## src/pkg/gpt1_defines.vh

```
// register map, field positions, reset values and timing counts for timer one
// How it works
// - Clearing run enable pauses counting; count, status and output pin hold.
// - Setting run enable again resumes from the exact paused state.
// - A write changes run enable only when it also sets enable_write_permit.
// - enable_write_permit is never stored and always reads zero.
// - With irq_enable, reaching the active limit sets the irq flag.
// - With irq_enable clear, the irq flag is never set.
// - limit_b_in_use is low while comparing limit_a, high for limit_b.
// - limit_b_in_use clears when hardware clears run enable in one-shot.
// - limit_reached_flag sets on any limit, only a written 0 clears it.
// - Gating mode, internal clock: count only while the input pin is high.
// - Retrigger mode, enabled: input pin rising edge resets the count.
// - External clock select overrides retrigger and prescale selects.
// - Prescale select picks the timer 2 pulse, else the internal clock.
// - Internal clock without prescale advances once every fourth clock.
// - External clock advances on each input rising edge, at most clk/4.
// - Single compare: count to limit_a, reset, output low one clock.
// - Alternate compare: limit_a phase output high, limit_b phase low.
// - Stopped external clock holds output and status until edges return.
// - One-shot: clear count and run enable, halt at end of sequence.
// - Continuous: reset count at the limit and keep counting.
// - A zero limit counts as all ones.
// - Writing the count while enabled loads it and counting continues.
`ifndef GPT1_DEFINES_VH
`define GPT1_DEFINES_VH

`define GPT1_ADDR_W        12
`define GPT1_DATA_W        16
`define GPT1_CTL_OFS       12'hC7A
`define GPT1_CNT_OFS       12'hC7C
`define GPT1_LIMA_OFS      12'hC7E
`define GPT1_LIMB_OFS      12'hC80

`define GPT1_BIT_RUN       15
`define GPT1_BIT_PERMIT    14
`define GPT1_BIT_IRQEN     13
`define GPT1_BIT_BINUSE    12
`define GPT1_BIT_REACHED   5
`define GPT1_BIT_RTG       4
`define GPT1_BIT_PSC       3
`define GPT1_BIT_EXT       2
`define GPT1_BIT_ALT       1
`define GPT1_BIT_CONT      0

`define GPT1_CTL_RESET     16'h0000
`define GPT1_CNT_RESET     16'h0000
`define GPT1_LIM_RESET     16'h0000
`define GPT1_LIM_ZERO      16'h0000
`define GPT1_LIM_ALLONES   16'hFFFF

`define GPT1_DIV_COUNT     4
`define GPT1_DIV_W         2

`endif

```

## src/verilog/gpt1_tick_gen.v

```verilog
// count-clock source selection: pin synchroniser, edge detect, divide-by-four
`timescale 1ns/1ps
`default_nettype none
`include "gpt1_defines.vh"

module gpt1_tick_gen (
    input  wire clk,
    input  wire rst_n,
    input  wire inputPin,
    input  wire timer2Pulse,
    input  wire extSel,
    input  wire pscSel,
    input  wire rtgSel,
    output reg  countTick,
    output reg  pinRise
);

    reg                      syncA_reg;
    reg                      syncB_reg;
    reg                      pinPrev_reg;
    reg [`GPT1_DIV_W-1:0]    div_reg;
    wire                     divTick;
    wire                     riseNow;
    wire                     srcTick;

    assign divTick = (div_reg == `GPT1_DIV_COUNT - 1);
    assign riseNow = syncB_reg & ~pinPrev_reg;
    // external clock wins over prescale and retrigger/gating
    assign srcTick = extSel ? riseNow : (pscSel ? timer2Pulse : divTick);

    always @(posedge clk or negedge rst_n) begin
        if (!rst_n) begin
            syncA_reg   <= 1'b0;
            syncB_reg   <= 1'b0;
            pinPrev_reg <= 1'b0;
            div_reg     <= {`GPT1_DIV_W{1'b0}};
            countTick   <= 1'b0;
            pinRise     <= 1'b0;
        end else begin
            syncA_reg   <= inputPin;
            syncB_reg   <= syncA_reg;
            pinPrev_reg <= syncB_reg;
            div_reg     <= div_reg + 1'b1;
            // gating: internal source counts only while pin is high
            countTick   <= srcTick & (extSel | rtgSel | syncB_reg);
            pinRise     <= riseNow & ~extSel;
        end
    end

endmodule
`default_nettype wire

```

## src/verilog/gpt1_timer.v

```verilog
// timer one control: mode/control register, count, limits, output pin
`timescale 1ns/1ps
`default_nettype none
`include "gpt1_defines.vh"

module gpt1_timer (
    input  wire                      clk,
    input  wire                      rst_n,
    input  wire [`GPT1_ADDR_W-1:0]   regAddr,
    input  wire                      regWrEn,
    input  wire [`GPT1_DATA_W-1:0]   regWrData,
    input  wire                      regRdEn,
    output reg  [`GPT1_DATA_W-1:0]   regRdData,
    input  wire                      timer1InputPin,
    input  wire                      timer2Pulse,
    output reg                       timer1OutputPin,
    output reg                       timer1IrqFlag
);

    reg                      runEnable_reg;
    reg                      irqEnable_reg;
    reg                      limitBInUse_reg;
    reg                      limitReached_reg;
    reg                      retrigger_reg;
    reg                      prescale_reg;
    reg                      extClock_reg;
    reg                      altCompare_reg;
    reg                      continuous_reg;
    reg [`GPT1_DATA_W-1:0]   count_reg;
    reg [`GPT1_DATA_W-1:0]   limitA_reg;
    reg [`GPT1_DATA_W-1:0]   limitB_reg;
    reg                      lowPulse_reg;

    reg                      runEnable_next;
    reg                      limitBInUse_next;
    reg                      limitReached_next;
    reg [`GPT1_DATA_W-1:0]   count_next;
    reg                      lowPulse_next;
    reg                      irqSet_next;
    reg [`GPT1_DATA_W-1:0]   rdData_next;
    reg                      limitHit_next;

    wire                     countTick;
    wire                     pinRise;
    wire [`GPT1_DATA_W-1:0]  activeLimit;
    wire                     atLimit;
    wire                     ctlWrite;
    wire                     cntWrite;

    function [`GPT1_DATA_W-1:0] effLimit;
        input [`GPT1_DATA_W-1:0] lim;
        begin
            effLimit = (lim == `GPT1_LIM_ZERO) ? `GPT1_LIM_ALLONES : lim;
        end
    endfunction

    gpt1_tick_gen u_tick (
        .clk         (clk),
        .rst_n       (rst_n),
        .inputPin    (timer1InputPin),
        .timer2Pulse (timer2Pulse),
        .extSel      (extClock_reg),
        .pscSel      (prescale_reg),
        .rtgSel      (retrigger_reg),
        .countTick   (countTick),
        .pinRise     (pinRise)
    );

    // single compare never looks at limit_b
    assign activeLimit = (altCompare_reg & limitBInUse_reg) ? effLimit(limitB_reg)
                                                            : effLimit(limitA_reg);
    assign atLimit     = (count_reg == activeLimit);
    assign ctlWrite    = regWrEn & (regAddr == `GPT1_CTL_OFS);
    assign cntWrite    = regWrEn & (regAddr == `GPT1_CNT_OFS);

    // counting engine; only register writes change state while run enable is low, and without a tick only a retrigger edge clears the count
    always @* begin
        runEnable_next    = runEnable_reg;
        limitBInUse_next  = limitBInUse_reg;
        limitReached_next = limitReached_reg;
        count_next        = count_reg;
        lowPulse_next     = 1'b0;
        irqSet_next       = 1'b0;
        limitHit_next     = 1'b0;
        if (runEnable_reg) begin
            if (pinRise & retrigger_reg) begin
                count_next = {`GPT1_DATA_W{1'b0}};
            end else if (countTick) begin
                if (atLimit) begin
                    count_next        = {`GPT1_DATA_W{1'b0}};
                    limitReached_next = 1'b1;
                    limitHit_next     = 1'b1;
                    irqSet_next       = irqEnable_reg;
                    if (!altCompare_reg) begin
                        lowPulse_next = 1'b1;
                        if (!continuous_reg) begin
                            runEnable_next = 1'b0;
                        end
                    end else if (!limitBInUse_reg) begin
                        limitBInUse_next = 1'b1;
                    end else begin
                        limitBInUse_next = 1'b0;
                        if (!continuous_reg) begin
                            runEnable_next = 1'b0;
                        end
                    end
                end else begin
                    count_next = count_reg + 1'b1;
                end
            end
        end
        if (cntWrite) begin
            count_next = regWrData;
        end
        if (ctlWrite) begin
            if (regWrData[`GPT1_BIT_PERMIT]) begin
                runEnable_next = regWrData[`GPT1_BIT_RUN];
            end
            // a written 0 clears, a written 1 does nothing; a same-cycle set wins
            if (!regWrData[`GPT1_BIT_REACHED] && !limitHit_next) begin
                limitReached_next = 1'b0;
            end
            // single compare always targets limit_a
            if (!regWrData[`GPT1_BIT_ALT]) begin
                limitBInUse_next = 1'b0;
            end
        end
    end

    // read mux; permit bit and reserved field read as zero
    always @* begin
        rdData_next = {`GPT1_DATA_W{1'b0}};
        if (regAddr == `GPT1_CTL_OFS) begin
            rdData_next[`GPT1_BIT_RUN]     = runEnable_reg;
            rdData_next[`GPT1_BIT_PERMIT]  = 1'b0;
            rdData_next[`GPT1_BIT_IRQEN]   = irqEnable_reg;
            rdData_next[`GPT1_BIT_BINUSE]  = limitBInUse_reg;
            rdData_next[`GPT1_BIT_REACHED] = limitReached_reg;
            rdData_next[`GPT1_BIT_RTG]     = retrigger_reg;
            rdData_next[`GPT1_BIT_PSC]     = prescale_reg;
            rdData_next[`GPT1_BIT_EXT]     = extClock_reg;
            rdData_next[`GPT1_BIT_ALT]     = altCompare_reg;
            rdData_next[`GPT1_BIT_CONT]    = continuous_reg;
        end else if (regAddr == `GPT1_CNT_OFS) begin
            rdData_next = count_reg;
        end else if (regAddr == `GPT1_LIMA_OFS) begin
            rdData_next = limitA_reg;
        end else if (regAddr == `GPT1_LIMB_OFS) begin
            rdData_next = limitB_reg;
        end
    end

    always @(posedge clk or negedge rst_n) begin
        if (!rst_n) begin
            runEnable_reg    <= 1'b0;
            irqEnable_reg    <= 1'b0;
            limitBInUse_reg  <= 1'b0;
            limitReached_reg <= 1'b0;
            retrigger_reg    <= 1'b0;
            prescale_reg     <= 1'b0;
            extClock_reg     <= 1'b0;
            altCompare_reg   <= 1'b0;
            continuous_reg   <= 1'b0;
            count_reg        <= `GPT1_CNT_RESET;
            limitA_reg       <= `GPT1_LIM_RESET;
            limitB_reg       <= `GPT1_LIM_RESET;
            lowPulse_reg     <= 1'b0;
            regRdData        <= {`GPT1_DATA_W{1'b0}};
            timer1OutputPin  <= 1'b1;
            timer1IrqFlag    <= 1'b0;
        end else begin
            runEnable_reg    <= runEnable_next;
            limitBInUse_reg  <= limitBInUse_next;
            limitReached_reg <= limitReached_next;
            count_reg        <= count_next;
            lowPulse_reg     <= lowPulse_next;
            timer1IrqFlag    <= irqSet_next;
            // output derives from the alternate select, phase and pulse only, so it freezes with them
            timer1OutputPin  <= altCompare_reg ? ~limitBInUse_next : ~lowPulse_next;
            if (ctlWrite) begin
                irqEnable_reg  <= regWrData[`GPT1_BIT_IRQEN];
                retrigger_reg  <= regWrData[`GPT1_BIT_RTG];
                prescale_reg   <= regWrData[`GPT1_BIT_PSC];
                extClock_reg   <= regWrData[`GPT1_BIT_EXT];
                altCompare_reg <= regWrData[`GPT1_BIT_ALT];
                continuous_reg <= regWrData[`GPT1_BIT_CONT];
            end
            if (regWrEn && regAddr == `GPT1_LIMA_OFS) begin
                limitA_reg <= regWrData;
            end
            if (regWrEn && regAddr == `GPT1_LIMB_OFS) begin
                limitB_reg <= regWrData;
            end
            if (regRdEn) begin
                regRdData <= rdData_next;
            end
        end
    end

endmodule
`default_nettype wire

```

## config.mk

```make
export PLATFORM = sky130hd
export DESIGN_NAME = gpt1_timer
export DESIGN_NICKNAME = d
export VERILOG_FILES = /design/src/verilog/gpt1_tick_gen.v /design/src/verilog/gpt1_timer.v
export VERILOG_INCLUDE_DIRS = /design/src /design/src/pkg
export SDC_FILE = /design/constraint.sdc
export NUM_CORES = 1
export LEC_CHECK = 0
export BUFFER_PORTS_ARGS = -buffer_cell sky130_fd_sc_hd__clkbuf_2
export CORE_ASPECT_RATIO = 0.6
export CORE_MARGIN = 2
export CORE_UTILIZATION = 53
export CTS_CLUSTER_SIZE = 20
export DETAILED_ROUTE_END_ITERATION = 16
export PLACE_DENSITY = 0.76
export SLEW_MARGIN = 10
export SYNTH_ARGS = -nofsm -noshare
export SYNTH_HDL_FRONTEND = slang
export SYNTH_HIERARCHICAL = 1
export SYNTH_SLANG_ARGS = --single-unit
```

## constraint.sdc

```tcl
create_clock -name clk -period 2.95 [get_ports clk]
set_input_delay 0.295 -clock clk [delete_from_list [all_inputs] [get_ports clk]]
set_output_delay 0.295 -clock clk [all_outputs]
set_load 0.05 [all_outputs]
```

### After elaboration in Yosys (flattened, before gate mapping)

Cells that the tools add are included.

| storage, ports and cells | value |
|---|---|
| register bits | 82 |
| latch bits | 0 |
| bits in writable memories | 0 |
| memory bits (read-only) | 0 |
| bits of input ports | 34 |
| output and inout port bits | 18 |
| logic and storage cells | 105 |
| memories kept | 0 |

| cells by class | value |
|---|---|
| $add $sub $neg | 2 |
| $mul | 0 |
| div/mod/pow operators | 0 |
| magnitude comparators | 0 |
| equal/unequal tests | 6 |
| shift-type cells | 0 |
| mux-type cells | 53 |
| bitwise logic cells | 13 |
| reduce and logical (&&, ||, !) cells | 10 |

Operator list:

| operator | count |
|---|---|
| 16-bit 2-to-1 mux | 11 |
| 12-bit == test, second input constant | 4 |
| 1-bit 2-to-1 mux | 39 |
| 16-bit zero test | 2 |
| 16-bit by 1-bit adder with 16-bit output, second input constant | 1 |
| 16-bit == test | 1 |
| 6-bit 2-to-1 mux | 2 |
| 1-bit bitwise AND | 7 |
| 4-bit 2-to-1 mux | 1 |
| 1-bit inverter | 4 |
| 1-bit logical AND | 3 |
| 3-bit nonzero test | 1 |
| 2-bit by 1-bit adder with 2-bit output, second input constant | 1 |
| 2-bit == test, second input constant | 1 |
| 1-bit zero test | 2 |
| 1-bit bitwise OR | 2 |
| 2-bit AND reduction | 1 |
| 2-bit nonzero test | 1 |

### Logic depth before layout (Yosys ltp)

| depth | value |
|---|---|
| word-level depth | 12 |
| mapped depth | 10 |
| gate-level depth less buffers | 9 |

### By module

Netlist, hierarchy kept.

By module, submodules not included:

| module | instances | cells an instance | area an instance (um^2) | sequential area each (um^2) |
|---|---|---|---|---|
| gpt1_timer | 1 | 411 | 4175.3 | 1878.1 |
| gpt1_tick_gen | 1 | 15 | 230.2 | 175.2 |

### Least setup slack after synthesis

OpenSTA, ideal clock, no wires.

| path | value |
|---|---|
| path type | register to register |
| start point | register limitB_reg[8] |
| end point | register count_reg[14] |
| setup time | 0.130 ns |
| data arrival time | 2.837 ns |
| setup slack | -0.017 ns |
| cell stages (with the launch flop) | 11 |
| path buffers | 2 |
| cells stage by stage | dfrtp_1 > or4_1 > o41ai_4 > buf_6 > o22ai_1 > xnor2_1 > nor4_1 > nand4_4 > buf_6 > a32oi_1 > o21ai_0 |

| on the way | value |
|---|---|
| word-level cells in the longest chain between the ends | 9 |

Ends and longest elaborated chain:

| element | RTL line | source |
|---|---|---|
| start, declared | gpt1_timer.v:31 | `` reg [`GPT1_DATA_W-1:0] limitB_reg; `` |
| start signal, assigned | gpt1_timer.v:166 | `` limitB_reg <= `GPT1_LIM_RESET; `` |
| start signal, assigned | gpt1_timer.v:192 | `limitB_reg <= regWrData;` |
| 16-bit zero test (no line) | -- |  |
| 16-bit 2-to-1 mux (*) | gpt1_timer.v:53 | `` effLimit = (lim == `GPT1_LIM_ZERO) ? `GPT1_LIM_ALLONES : lim; `` |
| 16-bit 2-to-1 mux (*) | gpt1_timer.v:70 | `assign activeLimit = (altCompare_reg & limitBInUse_reg) ? effLimit(limitB_reg)` |
| 16-bit == test (*) | gpt1_timer.v:72 | `assign atLimit = (count_reg == activeLimit);` |
| 16-bit 2-to-1 mux (*) | gpt1_timer.v:89 | `if (atLimit) begin` |
| 16-bit 2-to-1 mux (*) | gpt1_timer.v:88 | `end else if (countTick) begin` |
| 16-bit 2-to-1 mux (*) | gpt1_timer.v:86 | `if (pinRise & retrigger_reg) begin` |
| 16-bit 2-to-1 mux (*) | gpt1_timer.v:85 | `if (runEnable_reg) begin` |
| 16-bit 2-to-1 mux (*) | gpt1_timer.v:112 | `if (cntWrite) begin` |
| end signal, assigned | gpt1_timer.v:164 | `` count_reg <= `GPT1_CNT_RESET; `` |
| end signal, assigned | gpt1_timer.v:175 | `count_reg <= count_next;` |
| end, declared | gpt1_timer.v:29 | `` reg [`GPT1_DATA_W-1:0] count_reg; `` |

Every way passes the cells marked *; elsewhere a longest branch is shown, timed or not. The select of a mux whose other input is x is not followed.
A chain may end at the register's enable or synchronous reset.

### Final worst setup path

| path | value |
|---|---|
| start point | register limitA_reg[0] |
| end point | register count_reg[7] |

| on the way | value |
|---|---|
| word-level cells in the longest chain between the ends | 9 |

Ends and longest elaborated chain:

| element | RTL line | source |
|---|---|---|
| start, declared | gpt1_timer.v:30 | `` reg [`GPT1_DATA_W-1:0] limitA_reg; `` |
| start signal, assigned | gpt1_timer.v:165 | `` limitA_reg <= `GPT1_LIM_RESET; `` |
| start signal, assigned | gpt1_timer.v:189 | `limitA_reg <= regWrData;` |
| 16-bit zero test (no line) | -- |  |
| 16-bit 2-to-1 mux (*) | gpt1_timer.v:53 |  |
| 16-bit 2-to-1 mux (*) | gpt1_timer.v:70 |  |
| 16-bit == test (*) | gpt1_timer.v:72 |  |
| 16-bit 2-to-1 mux (*) | gpt1_timer.v:89 |  |
| 16-bit 2-to-1 mux (*) | gpt1_timer.v:88 |  |
| 16-bit 2-to-1 mux (*) | gpt1_timer.v:86 |  |
| 16-bit 2-to-1 mux (*) | gpt1_timer.v:85 |  |
| 16-bit 2-to-1 mux (*) | gpt1_timer.v:112 |  |

Marked as above.

==> impl_results.md <==
* Initial antenna violation count at 0
* Share of cells above drive strength 1 at 35.7%
* Htree depth at 3
* Final min period at 3.10 ns
* CP Data Required Time at 3.18 ns
* Crit path depth at 10
* Violated checks: negative setup slack
* Final hold violations at 0
* R2R cell count at 10
* Largest net degree at the start of global routing at 83
* Area post-placement at 0.00494 mm^2
* Pre-CTS setup slack at -0.118 ns
* YS warnings at 6
* Hold Buf Count CTS at 0
* Register area share after synthesis at 46.6%
* Clock sink count at 82
* Netlist cell types at 50
* Hold/Removal Path Class: primary input to flop
* Reg clk slew, reported paths at 0.06 ns
* Initial Util at 55.2%
* WP data arrival at 3.33 ns
* CP peak stage delay at 0.67 ns
* Hold_ws at 0.0532 ns
* Avg Inst Size Synth at 10.3 um^2
* Max Fclk at 0.323 GHz
* Startpoint of the worst hold path: timer1InputPin
* Synth area leader: dfrtp_1
* RSZ-0062 raised after global routing: true
* Remaining DRCs at 0
* Vias in the first global route at 3676
* Non-filler cells, final at 612
* Design Area, Final at 0.00549 mm^2
* Register bit total from synthesis at 82
* # IOs at 52
* Leak at 2.59 nW
* WL final at 13100 um
* Mapped Nets at 463
* Placed Cells at 590
* Die width at 122 um
* Max_cap viols at 0
* Status: finished with violations
* Die Span Y at 74.6 um
* Ant diodes at 0
* First-pass GRT wire length at 20100 um
* Buffers plus inverters on the worst setup path at 2
* Number of antenna-violating nets in the routed design at 0
* Clock Latency Late Sink at 0.35 ns
* Post-DR wirelength/cell at 21.4 um
* Area delta synth->final at 24.7%
* Grt ovf at 0
* Worst R2R Setup Slack at -0.15 ns
* Gpl congestion at 0.925
* Total power divided by cell area at 482 mW/mm^2
* Overall Power at 2.65 mW
* Synth top area cells: dfrtp_1 (46%), mux2_2 (12%), xnor2_1 (3.2%), o21ai_0 (2.6%), o211ai_1 (2.6%)
* CP delay by family, top: simple AND/OR/NAND/NOR gates
* Clk root buf: clkbuf_16
* Startpoint types: flop
* Worst Setup EP: count_reg[7]$_DFFE_PN0P_
* Ys async rst share at 100%
* Hold depth at 1
* Slew headroom at 30.7%
* Crit path kind: flop to flop
* Worst slew pin tran at 1.04 ns
* Reg area at 0.00205 mm^2
* CP Max Fanout at 9
* Final Max Tran Viols at 0
* Placed wire-length estimate at 9280 um
* Syn Inst Count at 426
* Cell with the most instances after synthesis: dfrtp_1
* All-Layer GR Usage at 30.4%
* Slowest library cell on the worst path: nor4_1
* EDFF count, synth at 0
* Reg2reg start: limitA_reg[0]$_DFFE_PN0P_
* Setup violators final at 21
* CP cell instances: nor4_1 > a41o_1 > buf_4 > o22ai_1 > xnor2_1 > nor4_4 > nand4_4 > buf_6 > a32oi_1 > o21ai_1
* Setup ws final at -0.148 ns
* DR vias/cell at 6.31
* R2R Path End: count_reg[7]$_DFFE_PN0P_
* Router iterations before antenna repair at 5
* Mapped Area at 0.00441 mm^2
* Fin crit share at 105%
* Area of the multi-input gates at 0.00232 mm^2
* IO Port Bufs at 51
* CP startpoint: limitA_reg[0]$_DFFE_PN0P_
* Max Root-Sink Buffers at 2
* Max VDD drop at 348 uV
* TritonCTS clock tree: yes
* DR vias at 3864
* Leading register cell type out of synthesis: dfrtp_1
* Die ar. at 0.00908 mm^2
* Synth cell count leaders: dfrtp_1 (81), mux2_2 (46), nand2_1 (28), o21ai_0 (23), clkbuf_1 (20)
* Crit end category: flop
* Clk_skew at 0.00445 ns
* Top-area cell type share of the netlist area at 46.0%
* # nets final at 536
* Core ar. at 0.00798 mm^2
* # fillers at 643
* Row count at 25
* TritonCTS buffer count at 9
* DRT iter0 DRCs at 426
[per-layer routing]
| layer | GRT usage, % | part of all wire, % |
|---|---|---|
| met1 | 45.0 | 47 |
| met2 | 42.1 | 41 |
| met3 | 10.8 | 11 |
| met4 | 9.07 | 1.6 |
| met5 | 0 | 0 |
[final cells by class]
| class | instances | share of cell area (%) |
|---|---|---|
| clock inverters | 5 | 1.87 |
| well taps | 108 | 2.46 |
| inverters | 19 | 1.30 |
| repair buffers | 88 | 10.5 |
| flip-flops and latches | 82 | 37.4 |
| multi-input cells | 299 | 42.3 |
| clock buffers | 11 | 4.24 |
[where the power goes]
part           internal (mW)  switching (mW)  leakage (nW)
logic                 0.0816           0.138          1.39
clock network          0.826           0.452         0.160
registers               1.14         0.00977          1.04
total                   2.05           0.600          2.59
[layout by cell type (no fill, tap or decap), drive strengths merged, types with 6 or more instances in the layout]
cell type / n
buf: 37
o22ai: 16
nor3: 9
clkbuf: 62
and3: 7
nor2: 13
nand2: 28
dfrtp: 81
a22oi: 9
o211ai: 15
a222oi: 8
nor2b: 17
inv: 19
xnor2: 16
o21ai: 24
nor3b: 6
nand3: 15
nor4: 13
a21oi: 20
mux2: 46
[stage by stage]
step	setup TNS (ns)	util, %
2_1_floorplan	0	-
5_1_grt	-4.02	68.9
3_5_place_dp	-0.541	62.0
4_1_cts	-0.0218	66.6
6_report	-1.59	68.9
3_3_place_gp	-0.0153	62.0
[logic make-up after synthesis]
kind of cell,synth area share (%)
buffers and inverters,4.40
muxes,12.0
and+or+nand+nor,16.0
adders and majority gates,0.852
DFF,46.6
AOI/OAI and AO/OA,17.0
xor gates and xnor gates,3.18
[worst min-delay path by stage]
stage / to / slack, ns
after floorplan: altCompare_reg$_DFFE_PN0P_ / -0.0006
after global placement: u_tick/syncB_reg$_DFF_PN0_ / 0.34
after detailed placement: u_tick/syncB_reg$_DFF_PN0_ / 0.34
after CTS: u_tick/syncA_reg$_DFF_PN0_ / 0.05
final: u_tick/syncA_reg$_DFF_PN0_ / 0.05
after global routing: u_tick/syncA_reg$_DFF_PN0_ / 0.05
[what timing repair did]
| action | in CTS | in global routing |
|---|---|---|
| setup endpoints to repair | 15 | 21 |
| buffers inserted | 3 | 2 |
| cloned | 0 | 1 |
| pin swaps | 1 | 6 |
| resized for setup | 6 | 20 |
Power figures use the tool's default switching activity.
